### config.mk
export PLATFORM = sky130hd
export DESIGN_NAME = lcdiu_top
export DESIGN_NICKNAME = d
export VERILOG_FILES = /design/src/hw/lcdiu_pkg.sv /design/src/hw/lcdiu_fifo.sv /design/src/hw/lcdiu_top.sv
export SDC_FILE = /design/constraint.sdc
export NUM_CORES = 2
export LEC_CHECK = 0
export BUFFER_PORTS_ARGS = -buffer_cell sky130_fd_sc_hd__clkbuf_2
export CORE_UTILIZATION = 29
export DETAILED_ROUTE_END_ITERATION = 8
export PLACE_DENSITY_LB_ADDON = 0.15
export SLEW_MARGIN = 20
export SYNTH_ARGS = -nofsm -noshare
export SYNTH_HDL_FRONTEND = slang
export SYNTH_SLANG_ARGS = --single-unit
### constraint.sdc
create_clock -name i_sys_clk -period 11.6 [get_ports i_sys_clk]
set_input_delay 1.16 -clock i_sys_clk [delete_from_list [all_inputs] [get_ports i_sys_clk]]
set_output_delay 1.16 -clock i_sys_clk [all_outputs]
set_load 0.05 [all_outputs]
### src/hw/lcdiu_pkg.sv
// Shared constants and types of the character display instruction unit.
// Summary of operation
// - Data access steps address after busy plus delay
// - Execution times scale inversely with oscillator frequency
// - Clear fills spaces, zeroes address, cancels shift
// - Clear forces increment, keeps auto shift
// - Home zeroes address and shift, keeps RAM
// - Entry direction increments or decrements on access
// - Cursor follows address up or down
// - Auto shift moves display on character writes
// - No auto shift on reads or glyph access
// - Display enable blanks without touching RAM
// - Cursor row eight, or eleven for the 5x10 font on one line
// - Blink toggles at scaled interval, coexists cursor
// - Two-line cursor wraps past digit forty
// - Display shift moves both lines horizontally
// - Display-only shift keeps address unchanged
// - Eight lines or two upper-nibble transfers
// - Glyph address set loads six bits, selects glyphs
// - Character address set selects character RAM
// - Valid character addresses depend on line mode
// - While busy only the status read works
// - Status read returns busy and address instantly
// - Shift target picks cursor or display move
// - Line and font select give the duty
package lcdiu_pkg;
  localparam int unsigned LCDIU_CLK_PERIOD_NS = 5;
  localparam longint LCDIU_OSC_KHZ = 270;
  localparam longint LCDIU_EXEC_REF_KHZ = 270;
  localparam longint LCDIU_BLINK_REF_KHZ = 250;
  localparam longint LCDIU_T_EXEC_NS = 37000;
  localparam longint LCDIU_T_HOME_NS = 1520000;
  localparam longint LCDIU_T_ADD_NS = 4000;
  localparam longint LCDIU_T_BLINK_NS = 409600000;
  localparam longint LCDIU_DEN_EXEC = LCDIU_CLK_PERIOD_NS * LCDIU_OSC_KHZ;
  localparam int unsigned LCDIU_EXEC_CYC = 32'((LCDIU_T_EXEC_NS * LCDIU_EXEC_REF_KHZ
    + LCDIU_DEN_EXEC - 1) / LCDIU_DEN_EXEC);
  localparam int unsigned LCDIU_HOME_CYC = 32'((LCDIU_T_HOME_NS * LCDIU_EXEC_REF_KHZ
    + LCDIU_DEN_EXEC - 1) / LCDIU_DEN_EXEC);
  localparam int unsigned LCDIU_BLINK_CYC = 32'(LCDIU_T_BLINK_NS * LCDIU_BLINK_REF_KHZ
    / LCDIU_DEN_EXEC);
  localparam int unsigned LCDIU_ADD_CYC = 32'((LCDIU_T_ADD_NS + LCDIU_CLK_PERIOD_NS - 1)
    / LCDIU_CLK_PERIOD_NS);
  localparam int unsigned LCDIU_FIFO_DEPTH = 8;
  // Instruction class is the highest set bit of the byte.
  localparam int unsigned LCDIU_B_CHAR = 7;
  localparam int unsigned LCDIU_B_GLYPH = 6;
  localparam int unsigned LCDIU_B_FUNC = 5;
  localparam int unsigned LCDIU_B_SHIFT = 4;
  localparam int unsigned LCDIU_B_DISP = 3;
  localparam int unsigned LCDIU_B_ENTRY = 2;
  localparam int unsigned LCDIU_B_HOME = 1;
  localparam int unsigned LCDIU_B_CLEAR = 0;
  localparam int unsigned LCDIU_FS_WIDTH = 4;
  localparam int unsigned LCDIU_FS_LINES = 3;
  localparam int unsigned LCDIU_FS_FONT = 2;
  localparam int unsigned LCDIU_SH_TARGET = 3;
  localparam int unsigned LCDIU_SH_DIR = 2;
  localparam int unsigned LCDIU_DC_DISP = 2;
  localparam int unsigned LCDIU_DC_CURS = 1;
  localparam int unsigned LCDIU_DC_BLINK = 0;
  localparam int unsigned LCDIU_EM_DIR = 1;
  localparam int unsigned LCDIU_EM_SHIFT = 0;
  localparam logic [6:0] LCDIU_L1_END = 7'h27;
  localparam logic [6:0] LCDIU_L2_BASE = 7'h40;
  localparam logic [6:0] LCDIU_L2_END = 7'h67;
  localparam logic [6:0] LCDIU_ONE_END = 7'h4F;
  localparam logic [6:0] LCDIU_L2_IDX = 7'h28;
  localparam logic [6:0] LCDIU_CRAM_N = 7'h50;
  localparam logic [5:0] LCDIU_OFS_MAX = 6'h27;
  localparam logic [7:0] LCDIU_SPACE = 8'h20;
  localparam logic [3:0] LCDIU_ROW_5X8 = 4'h7;
  localparam logic [3:0] LCDIU_ROW_5X10 = 4'hA;
  localparam logic [4:0] LCDIU_DUTY_8 = 5'h08;
  localparam logic [4:0] LCDIU_DUTY_11 = 5'h0B;
  localparam logic [4:0] LCDIU_DUTY_16 = 5'h10;
  localparam logic LCDIU_RST_WIDTH = 1'b1;
  localparam logic LCDIU_RST_INC = 1'b1;

  typedef struct packed {
    logic rs;
    logic rw;
    logic [7:0] data;
  } lcdiu_cmd_t;

  typedef struct packed {
    logic display_on;
    logic cursor_on;
    logic blink_on;
    logic blink_show;
    logic two_line;
    logic font_5x10;
    logic [3:0] cursor_row;
    logic [4:0] duty_div;
    logic [5:0] shift_ofs;
    logic [6:0] cursor_addr;
  } lcdiu_disp_t;

  typedef enum logic [1:0] {
    ST_IDLE = 2'b00,
    ST_CLEAR = 2'b01,
    ST_EXEC = 2'b10,
    ST_ADD = 2'b11
  } lcdiu_st_t;
endpackage

### src/hw/lcdiu_fifo.sv
// Command FIFO between the host pin capture and the instruction engine.
`timescale 1ns/1ps
module lcdiu_fifo #(
  parameter int WIDTH = 10,
  parameter int DEPTH = 8
) (
  input wire logic i_sys_clk, // System clock.
  input wire logic i_rstn, // Asynchronous reset, active low.
  input wire logic i_valid, // Write side valid.
  output logic o_ready, // Write side ready.
  input wire logic [WIDTH-1:0] i_data, // Write side word.
  output logic o_valid, // Read side valid.
  input wire logic i_ready, // Read side ready.
  output logic [WIDTH-1:0] o_data // Read side word.
);
  localparam int AW = $clog2(DEPTH);
  typedef struct packed {
    logic [DEPTH-1:0][WIDTH-1:0] mem;
    logic [AW-1:0] wp;
    logic [AW-1:0] rp;
    logic [AW:0] cnt;
  } lcdiu_fifo_st_t;
  lcdiu_fifo_st_t s_q;
  lcdiu_fifo_st_t s_d;
  logic push;
  logic pop;

  assign o_ready = s_q.cnt != (AW+1)'(DEPTH);
  assign o_valid = s_q.cnt != '0;
  assign o_data = s_q.mem[s_q.rp];
  assign push = i_valid & o_ready;
  assign pop = o_valid & i_ready;

  always_comb
  begin
    s_d = s_q;
    if (push)
    begin
      s_d.mem[s_q.wp] = i_data;
      s_d.wp = (s_q.wp == AW'(DEPTH - 1)) ? '0 : s_q.wp + 1'b1;
    end
    if (pop)
    begin
      s_d.rp = (s_q.rp == AW'(DEPTH - 1)) ? '0 : s_q.rp + 1'b1;
    end
    if (push & ~pop)
    begin
      s_d.cnt = s_q.cnt + 1'b1;
    end
    else if (pop & ~push)
    begin
      s_d.cnt = s_q.cnt - 1'b1;
    end
  end

  always_ff @(posedge i_sys_clk or negedge i_rstn)
  begin
    if (!i_rstn)
    begin
      s_q <= '0;
    end
    else
    begin
      s_q <= s_d;
    end
  end
endmodule // lcdiu_fifo

### src/hw/lcdiu_top.sv
// Instruction interpreter of the character display controller, host pins to display state.
`timescale 1ns/1ps
module lcdiu_top
  import lcdiu_pkg::*;
#(
  parameter int unsigned EXEC_CYC = LCDIU_EXEC_CYC,
  parameter int unsigned HOME_CYC = LCDIU_HOME_CYC,
  parameter int unsigned BLINK_CYC = LCDIU_BLINK_CYC
) (
  input wire logic i_sys_clk, // System clock, 200 MHz.
  input wire logic i_rstn, // Asynchronous reset, active low.
  input wire logic i_en, // Host enable strobe pin.
  input wire logic i_reg_select, // Host register select pin.
  input wire logic i_read_write_sel, // Host read high, write low.
  input wire logic [7:0] i_db, // Host data lines in.
  output logic [7:0] o_db, // Host data lines out.
  output logic o_db_oe, // High while the unit drives the data lines.
  input wire logic [6:0] i_scan_idx, // Character storage index for the scanner.
  output logic [7:0] o_scan_data, // Character code at the scan index.
  input wire logic [5:0] i_gscan_addr, // Glyph RAM address for the scanner.
  output logic [7:0] o_gscan_data, // Glyph row at the scan address.
  output lcdiu_disp_t o_disp, // Display control state.
  output logic o_busy_flag // Engine busy.
);
  typedef struct packed {
    logic [2:0] en_p;
    logic [1:0] rs_p;
    logic [1:0] rw_p;
    logic [1:0][7:0] db_p;
    logic nib_lo;
    logic [3:0] nib_hi;
    logic push;
    lcdiu_cmd_t cmd;
    lcdiu_st_t st;
    logic [31:0] cnt;
    logic [6:0] ac;
    logic glyph_sel;
    logic inc;
    logic auto_shift;
    logic bus_width_sel;
    logic step_pend;
    logic [6:0] clr_idx;
    logic [31:0] blink_cnt;
    logic busy_flag;
    logic [7:0] db_o;
    logic db_oe;
    logic [7:0] scan;
    logic [7:0] gscan;
    lcdiu_disp_t disp;
    logic [79:0][7:0] cram;
    logic [63:0][7:0] gram;
  } lcdiu_state_t;

  lcdiu_state_t s_q;
  lcdiu_state_t s_d;
  logic fifo_ready;
  logic fifo_valid;
  logic pop;
  lcdiu_cmd_t fifo_cmd;

  // Storage index of a character address; two-line mode packs line two behind line one.
  function automatic logic [6:0] f_idx(input logic [6:0] a, input logic two);
    logic [6:0] r;
    r = a;
    if (two && a >= LCDIU_L2_BASE)
    begin
      r = a - LCDIU_L2_BASE + LCDIU_L2_IDX;
    end
    else if (two && a > LCDIU_L1_END)
    begin
      r = LCDIU_CRAM_N;
    end
    return r;
  endfunction

  // Next address after one step, wrapping inside the valid window of the current RAM.
  function automatic logic [6:0] f_step(input logic [6:0] a, input logic up,
                                        input logic two, input logic glyph);
    logic [6:0] r;
    r = up ? a + 7'h01 : a - 7'h01;
    if (glyph)
    begin
      r = {1'b0, r[5:0]};
    end
    else if (two)
    begin
      if (up && a == LCDIU_L1_END)
      begin
        r = LCDIU_L2_BASE;
      end
      else if (up && a >= LCDIU_L2_END)
      begin
        r = '0;
      end
      else if (!up && a == LCDIU_L2_BASE)
      begin
        r = LCDIU_L1_END;
      end
      else if (!up && a == '0)
      begin
        r = LCDIU_L2_END;
      end
    end
    else if (up && a >= LCDIU_ONE_END)
    begin
      r = '0;
    end
    else if (!up && a == '0)
    begin
      r = LCDIU_ONE_END;
    end
    return r;
  endfunction

  // Left display shift raises the offset; one offset serves both lines.
  function automatic logic [5:0] f_ofs(input logic [5:0] o, input logic right);
    logic [5:0] r;
    r = right ? o - 6'h01 : o + 6'h01;
    if (right && o == '0)
    begin
      r = LCDIU_OFS_MAX;
    end
    else if (!right && o >= LCDIU_OFS_MAX)
    begin
      r = '0;
    end
    return r;
  endfunction

  lcdiu_fifo #(
    .WIDTH($bits(lcdiu_cmd_t)),
    .DEPTH(LCDIU_FIFO_DEPTH)
  ) lcdiu_fifo_inst (
    .i_sys_clk(i_sys_clk),
    .i_rstn(i_rstn),
    .i_valid(s_q.push),
    .o_ready(fifo_ready),
    .i_data(s_q.cmd),
    .o_valid(fifo_valid),
    .i_ready(pop),
    .o_data(fifo_cmd)
  );

  assign pop = fifo_valid & (s_q.st == ST_IDLE);

  always_comb
  begin
    logic en_rise;
    logic en_fall;
    logic two;
    logic done;
    logic [7:0] byte_in;
    logic [7:0] rd_byte;
    logic [6:0] idx;
    logic [7:0] d;
    en_rise = 1'b0;
    en_fall = 1'b0;
    two = 1'b0;
    done = 1'b0;
    byte_in = '0;
    rd_byte = '0;
    idx = '0;
    d = '0;
    s_d = s_q;
    two = s_q.disp.two_line;
    s_d.en_p = {s_q.en_p[1:0], i_en};
    s_d.rs_p = {s_q.rs_p[0], i_reg_select};
    s_d.rw_p = {s_q.rw_p[0], i_read_write_sel};
    s_d.db_p = {s_q.db_p[0], i_db};
    en_rise = s_q.en_p[1] & ~s_q.en_p[2];
    en_fall = ~s_q.en_p[1] & s_q.en_p[2];
    s_d.push = 1'b0;
    idx = f_idx(s_q.ac, two);
    if (s_q.glyph_sel)
    begin
      rd_byte = s_q.gram[s_q.ac[5:0]];
    end
    else if (idx < LCDIU_CRAM_N)
    begin
      rd_byte = s_q.cram[idx];
    end
    if (!s_q.rs_p[1])
    begin
      rd_byte = {s_q.busy_flag, s_q.ac};
    end
    // Host side: drive on the strobe's rise, take the byte on its fall.
    if (en_rise && s_q.rw_p[1])
    begin
      s_d.db_oe = 1'b1;
      s_d.db_o = rd_byte;
      if (!s_q.bus_width_sel)
      begin
        s_d.db_o = {s_q.nib_lo ? rd_byte[3:0] : rd_byte[7:4], 4'h0};
      end
    end
    if (en_fall)
    begin
      s_d.db_oe = 1'b0;
      byte_in = s_q.db_p[1];
      done = 1'b1;
      if (!s_q.bus_width_sel)
      begin
        s_d.nib_lo = ~s_q.nib_lo;
        s_d.nib_hi = s_q.db_p[1][7:4];
        byte_in = {s_q.nib_hi, s_q.db_p[1][7:4]};
        done = s_q.nib_lo;
      end
      // Everything but the status read is dropped while busy or while the queue is full.
      if (done && (s_q.rs_p[1] || !s_q.rw_p[1]) && !s_q.busy_flag && fifo_ready)
      begin
        s_d.push = 1'b1;
        s_d.cmd = '{rs: s_q.rs_p[1], rw: s_q.rw_p[1], data: byte_in};
      end
    end
    // Engine.
    case (s_q.st)
      ST_IDLE:
      begin
        if (fifo_valid)
        begin
          d = fifo_cmd.data;
          s_d.st = ST_EXEC;
          s_d.cnt = EXEC_CYC;
          if (fifo_cmd.rs)
          begin
            s_d.step_pend = 1'b1;
            if (!fifo_cmd.rw)
            begin
              if (s_q.glyph_sel)
              begin
                s_d.gram[s_q.ac[5:0]] = d;
              end
              else
              begin
                if (idx < LCDIU_CRAM_N)
                begin
                  s_d.cram[idx] = d;
                end
                if (s_q.auto_shift)
                begin
                  s_d.disp.shift_ofs = f_ofs(s_q.disp.shift_ofs, ~s_q.inc);
                end
              end
            end
          end
          else if (d[LCDIU_B_CHAR])
          begin
            s_d.ac = d[6:0];
            s_d.glyph_sel = 1'b0;
          end
          else if (d[LCDIU_B_GLYPH])
          begin
            s_d.ac = {1'b0, d[5:0]};
            s_d.glyph_sel = 1'b1;
          end
          else if (d[LCDIU_B_FUNC])
          begin
            s_d.bus_width_sel = d[LCDIU_FS_WIDTH];
            s_d.nib_lo = 1'b0;
            s_d.disp.two_line = d[LCDIU_FS_LINES];
            s_d.disp.font_5x10 = d[LCDIU_FS_FONT];
          end
          else if (d[LCDIU_B_SHIFT])
          begin
            if (d[LCDIU_SH_TARGET])
            begin
              s_d.disp.shift_ofs = f_ofs(s_q.disp.shift_ofs, d[LCDIU_SH_DIR]);
            end
            else
            begin
              s_d.ac = f_step(s_q.ac, d[LCDIU_SH_DIR], two, s_q.glyph_sel);
            end
          end
          else if (d[LCDIU_B_DISP])
          begin
            s_d.disp.display_on = d[LCDIU_DC_DISP];
            s_d.disp.cursor_on = d[LCDIU_DC_CURS];
            s_d.disp.blink_on = d[LCDIU_DC_BLINK];
          end
          else if (d[LCDIU_B_ENTRY])
          begin
            s_d.inc = d[LCDIU_EM_DIR];
            s_d.auto_shift = d[LCDIU_EM_SHIFT];
          end
          else if (d[LCDIU_B_HOME])
          begin
            s_d.ac = '0;
            s_d.glyph_sel = 1'b0;
            s_d.disp.shift_ofs = '0;
            s_d.cnt = HOME_CYC;
          end
          else if (d[LCDIU_B_CLEAR])
          begin
            s_d.st = ST_CLEAR;
            s_d.clr_idx = '0;
            s_d.ac = '0;
            s_d.glyph_sel = 1'b0;
            s_d.disp.shift_ofs = '0;
            s_d.inc = 1'b1;
            s_d.cnt = HOME_CYC;
          end
          else
          begin
            s_d.st = ST_IDLE;
          end
        end
      end
      ST_CLEAR:
      begin
        s_d.cram[s_q.clr_idx] = LCDIU_SPACE;
        s_d.clr_idx = s_q.clr_idx + 7'h01;
        if (s_q.clr_idx == LCDIU_CRAM_N - 7'h01)
        begin
          s_d.st = ST_EXEC;
        end
      end
      ST_EXEC:
      begin
        s_d.cnt = s_q.cnt - 32'h1;
        if (s_q.cnt <= 32'h1)
        begin
          s_d.st = s_q.step_pend ? ST_ADD : ST_IDLE;
          s_d.cnt = LCDIU_ADD_CYC;
        end
      end
      ST_ADD:
      begin
        // The address moves only after the busy flag has dropped.
        s_d.cnt = s_q.cnt - 32'h1;
        if (s_q.cnt <= 32'h1)
        begin
          s_d.ac = f_step(s_q.ac, s_q.inc, two, s_q.glyph_sel);
          s_d.step_pend = 1'b0;
          s_d.st = ST_IDLE;
        end
      end
      default:
      begin
        s_d.st = ST_IDLE;
      end
    endcase
    // A byte on its way into the queue counts as busy too, or busy would dip for a cycle.
    s_d.busy_flag = s_d.push | s_q.push | fifo_valid | (s_d.st == ST_EXEC)
      | (s_d.st == ST_CLEAR);
    s_d.blink_cnt = s_q.blink_cnt + 32'h1;
    if (s_q.blink_cnt >= BLINK_CYC - 1)
    begin
      s_d.blink_cnt = '0;
      s_d.disp.blink_show = ~s_q.disp.blink_show;
    end
    s_d.disp.cursor_row = (s_d.disp.font_5x10 && !s_d.disp.two_line) ?
      LCDIU_ROW_5X10 : LCDIU_ROW_5X8;
    s_d.disp.duty_div = s_d.disp.two_line ? LCDIU_DUTY_16 :
      (s_d.disp.font_5x10 ? LCDIU_DUTY_11 : LCDIU_DUTY_8);
    s_d.disp.cursor_addr = s_q.ac;
    s_d.scan = (i_scan_idx < LCDIU_CRAM_N) ? s_q.cram[i_scan_idx] : LCDIU_SPACE;
    s_d.gscan = s_q.gram[i_gscan_addr];
  end

  always_ff @(posedge i_sys_clk or negedge i_rstn)
  begin
    if (!i_rstn)
    begin
      s_q <= '0;
      s_q.st <= ST_IDLE;
      s_q.inc <= LCDIU_RST_INC;
      s_q.bus_width_sel <= LCDIU_RST_WIDTH;
      s_q.cram <= {80{LCDIU_SPACE}};
      s_q.disp.cursor_row <= LCDIU_ROW_5X8;
      s_q.disp.duty_div <= LCDIU_DUTY_8;
      s_q.scan <= LCDIU_SPACE;
    end
    else
    begin
      s_q <= s_d;
    end
  end

  assign o_db = s_q.db_o;
  assign o_db_oe = s_q.db_oe;
  assign o_scan_data = s_q.scan;
  assign o_gscan_data = s_q.gscan;
  assign o_disp = s_q.disp;
  assign o_busy_flag = s_q.busy_flag;
endmodule // lcdiu_top

Word level (Yosys, flattened, before mapping)

Index checks and enable logic that the tools add are counted.

Bits of input ports: 26
Bits in latches: 0
Memories: 0
Register bits: 1420
Memory bits (read-only): 0
Word-level logic and storage cells: 509
Output and inout bits: 54
Bits in writable memories: 0

Bitwise operators: 29
Div/mod/pow operators: 0
Reductions and logical operators: 55
Add/subtract/negate cells: 13
Shift-type cells: 0
Mux-type cells: 155
Equal/unequal tests: 46
$mul: 0
Order comparisons: 20

Operators with widths:

| kind                                      | count |
|---|---|
| 1152-bit two-way mux                      | 3 |
| 640-bit two-way mux                       | 2 |
| 640-bit case mux with 2 select lines      | 1 |
| 640-bit bitwise mux                       | 1 |
| 560-bit AND                               | 1 |
| 560-bit inverter                          | 1 |
| 512-bit bitwise mux                       | 1 |
| 512-bit two-way mux                       | 1 |
| 41-bit two-way mux                        | 10 |
| 7-bit two-way mux                         | 32 |
| 34-bit two-way mux                        | 4 |
| 8-bit two-way mux                         | 15 |
| 6-bit two-way mux                         | 19 |
| 8-bit binary-select mux with 7-bit select | 2 |
| 8-bit demux with 7-bit select             | 2 |
| 8-bit binary-select mux with 6-bit select | 2 |
| 32-bit case mux with 3 select lines       | 1 |
| 44-bit two-way mux                        | 2 |
| 80-bit bitwise mux                        | 1 |
| 80-bit bitwise OR                         | 1 |
| 53-bit two-way mux                        | 1 |
| 8-bit demux with 6-bit select             | 1 |
| 45-bit two-way mux                        | 1 |
| 42-bit two-way mux                        | 1 |
| other kinds (74)                          | 212 |

Logic depth before layout (Yosys ltp)

Depth after elaboration: 26
Depth in mapped cells: 17
Mapped depth without buffers: 12

By module

Synthesis repeated with hierarchy kept, for this count alone.

Cells, all modules: 6578
Area, all modules: 76886.2 µm²

By module, submodules not included:

| module     | instances | cells an instance | seq. area each (µm²) | area each (µm²) |
|---|---|---|---|---|
| lcdiu_top  | 1         | 6314              | 33238.1              | 72578.4 |
| lcdiu_fifo | 1         | 264               | 2252.2               | 4307.9 |

Worst setup path after synthesis

Ideal clock, no wire load.

Path type: input port to flip-flop
From: input port i_scan_idx[0]
To: register s_q, in the netlist o_scan_data[0]
Stages: 9
Required time: 11.481 ns
Arrival: 3.885 ns
Slack: 7.596 ns
Library setup time: 0.119 ns
Path buffers: 4
Cell sequence: clkbuf_1 -> buf_2 -> buf_1 -> clkbuf_1 -> mux4_2 -> mux4_2 -> mux2i_1 -> o22ai_1 -> o21a_1

RTL lines:

| what               | RTL line        | text |
|---|---|---|
| start: declaration | lcdiu_top.sv:18 | `input wire logic [6:0] i_scan_idx,` |
| end: declaration   | lcdiu_top.sv:54 | `lcdiu_state_t s_q;` |

Worst setup path after layout

From: register s_q, in the netlist s_d[1153]
To: register s_q, in the netlist o_db[6]

Longest elaborated chain between the ends: 11
Elaborated cells between the ends (all ways): 18
Classes of those cells: add/sub (2); order compare (3); mux (11); reduce/logical (2)

RTL lines:

| what                                                     | RTL line         | text |
|---|---|---|
| branches (longest 7 deep; another with 7-bit subtractor) | n/a              |  |
| 8-bit two-way mux (*)                                    | lcdiu_top.sv:174 | `if (s_q.glyph_sel)` |
| 8-bit two-way mux (*)                                    | lcdiu_top.sv:182 | `if (!s_q.rs_p[1])` |
| 4-bit two-way mux                                        | lcdiu_top.sv:193 | `s_d.db_o = {s_q.nib_lo ? rd_byte[3:0] : rd_byte[7:4], 4'h0};` |
| 8-bit two-way mux (*)                                    | lcdiu_top.sv:191 | `if (!s_q.bus_width_sel)` |

Every way passes the cells marked *. The select of a mux whose other input is x is not followed.
A chain may end at the register's enable or synchronous reset.

==> flow_summary.toml <==
[place]
place_area_um2 = 78900
place_hpwl_um = 232000
numPortBuffers = 77
gp_congestion = 1.00

[routing]
vias = 64709
first_pass_iters = 8
initialDrtViolationCount = 8870
drc = 2
wl_per_cell_um = 34.0
ant_nets = 0
detail_route.wirelength_um = 356000
vias_per_cell = 6.18

[timing]
period_share_pct = 55.7
hold_viol_final = 0
min_period_ns = 6.46
hold_slack_ns = 0.287
rsz0062_at_grt = "false"
final-max-slew-violation-count = 0
finalSetupTns_ns = 0
setup_violations = 0
max_freq_mhz = 155
worstMarginPinSlew_ns = 1.28
max_slew_margin_pct = 14.6
skew_ns = 0.0664

[layout]
final_cell_mix = "dfrtp_1, nor2_1, a21oi_1"
seqCellArea_um2 = 35500
drive_gt1_share_pct = 19.6
final_common_cell = "dfrtp_1"
multiInputGateArea_um2 = 36500
syn_to_final_growth_pct = 14.0
design_area_um2 = 84800
fillers = 25703
num-nets-final = 7004

[worst_setup_path]
cpMaxStageDelayCell = "o41ai_1"
ff2ff_setup_slack_ns = 5.14
ff2ff_path_depth = 13
path_depth = 13
crit_chain = "ha_1 > and2_0 > a21boi_2 > buf_4 > a21oi_4 > buf_4 > buf_4 > o22ai_1 > o41ai_1 > o22ai_1 > a221oi_2 > or2_2 > a221o_1"
path_delay_family = "compound AO/OA/AOI/OAI gates"
slowest_delay_ns = 1.12
start_kind = "flop"
cpMostUsedCell = "buf_4"
worst_setup_path_end_kind = "flop"
critPathRequiredTime_ns = 12.38
critPathArrivalTime_ns = 7.24
worstPathBufferInverterCount = 3
path_class = "flop to flop"
path_max_fanout = 70

[clocking]
htree_levels = 4
path_clk_slew_ns = 0.06
cts_made_buffers = 167
ctsLongestPathBuffers = 3
cts_tree = "yes"
post-cts-setup-buffers = 0
ctsHoldBuffers = 0
clk_latency_ns = 0.87
cts-root-buf = "clkbuf_16"
cts-resized-gates = 0
cts_sinks = 1414

[global_routing]
overflow = 0
grt_start_max_net_pins = 165
grt_first_pass_wirelength_um = 503000
first_global_vias = 62913
grt_use_total_pct = 27.1
antenna_found_initial = 20

[run_status]
violations = "DRC"
outcome = "finished, violations left"

[yosys]
synth_cell_types = 92
syn-instance-count = 7087
syn_area_per_cell_um2 = 10.5
ys_ff_latch = 1414
synth_ff_type = "dfrtp_1"
synth_area_um2 = 74400
postSynth.asyncResetShare_pct = 100
yosysWarnings = 0
synth-edff-count = 0
synth-seq-area-share_pct = 47.7

[floorplan]
die_width_um = 509
initial_core_util_pct = 29.2
die-area_um2 = 259000
core_um2 = 255000
die_y_um = 509
row_count = 185
boundaryPins = 80

[power]
p_per_area_nw_per_um2 = 206
p_sw_share_pct = 42.7
power_leakage_nw = 34.9
combPwrFrac_pct = 35.4
ir_worst_vdd_uv = 184
seq_power_share_pct = 32.1
intPower_w = 0.00999
power_frac_clock_pct = 32.5
power_switching_w = 0.00744

[worst_hold_path]
hold_path_class = "input port to async pin"

[job]
drv_cap = 0
## power by group through the flow
stage / registers [W] / clock network [W] / logic, W
floorplan: 0.00547 / 0 / 0.00321
global placement: 0.00566 / 0 / 0.00587
detailed placement: 0.00567 / 0 / 0.00589
CTS: 0.00558 / 0.00577 / 0.00590
global route: 0.00562 / 0.00596 / 0.00624
finish: 0.00559 / 0.00567 / 0.00617
## worst paths after layout
| kind | startpoint | end |
|---|---|---|
| worst max register to register | s_d[1153] | o_db[6] |
| worst min-delay path | i_rstn | s_q[1046] |
| worst max-delay path | s_d[1153] | o_db[6] |
| max in group asynchronous | i_rstn | s_q[704] |
| min in group i_sys_clk | s_d[1328] | s_d[1329] |
| worst min register to register | s_d[1328] | s_d[1329] |
## registers in the layout (all words and copies together), names as in the netlist
name and flops:
s_d 19, s_q 1257, o_gscan_data 8, lcdiu_fifo_inst.s_q 90, o_scan_data 8, o_busy_flag 1
o_db_oe 1, o_disp 22, o_db 8
## kinds of logic (layout without fill, tap and decap cells)
logic type | after synthesis | in the layout | share of synthesized area [%]
AO/OA/AOI/OAI | 2482 | 2482 | 21.5
AND/OR/NAND/NOR | 1760 | 1760 | 10.0
flip-flops | 1414 | 1414 | 47.7
buffers and inverters | 690 | 696 | 3.90
multiplexers | 668 | 668 | 16.0
XOR/XNOR | 49 | 49 | 0.577
adder cells (fa/ha/maj) | 22 | 22 | 0.380
other | 2 | 15 | 0.0101
## Yosys cell counts, types with 48 or more instances
| master | count | area share (%) |
|---|---|---|
| a22oi_1 | 155 | 1.6 |
| o21ai_0 | 516 | 3.5 |
| buf_4 | 57 | 0.57 |
| dfstp_2 | 85 | 3.0 |
| a22o_1 | 302 | 3.6 |
| buf_2 | 72 | 0.48 |
| nor3_1 | 68 | 0.46 |
| mux2i_1 | 97 | 1.3 |
| mux4_2 | 400 | 12 |
| clkbuf_1 | 439 | 2.2 |
| buf_1 | 74 | 0.37 |
| nor2_1 | 944 | 4.8 |
| dfrtp_1 | 1329 | 45 |
| o221ai_1 | 82 | 0.96 |
| a31oi_1 | 65 | 0.55 |
| o2bb2ai_1 | 96 | 1.1 |
| a21oi_1 | 787 | 5.3 |
| a221oi_1 | 48 | 0.56 |
| nand2_1 | 449 | 2.3 |
| mux2_2 | 171 | 2.6 |
| o22ai_1 | 163 | 1.4 |
| nand3_1 | 104 | 0.70 |
## stage by stage
| step | power [W] | utilization (%) | setup slack, ns | instances |
|---|---|---|---|---|
| floorplan | 0.00868 | - | 7.60 | 7092 |
| global placement | 0.0115 | 31.0 | 5.22 | 10152 |
| detailed placement | 0.0116 | 31.0 | 5.64 | 10153 |
| CTS | 0.0173 | 33.3 | 5.64 | 10464 |
| global route | 0.0178 | 33.3 | 5.28 | 10465 |
| finish | 0.0174 | 33.3 | 5.14 | 10472 |
## cell type report
type                            count  share of cell area [%]
Tap cell                         3366                    4.97
Antenna cell                        8                  0.0236
Inverter                           47                   0.208
Timing Repair Buffer              338                    2.95
Sequential cell                  1414                    41.9
Multi-Input combinational cell   4988                    43.1
Clock buffer                      243                    5.71
Clock inverter                     68                    1.23
## routing by layer
layer	wire, µm	vias up	share of wire, %	global-route usage, %
met2	150000	4017	42	39.1
li1	-	26426	-	-
met4	21700	8	6.1	14.4
met3	37200	905	10	7.32
met1	147000	33353	41	36.9
met5	78	-	0.022	0
(Power assumes the default switching activity.)
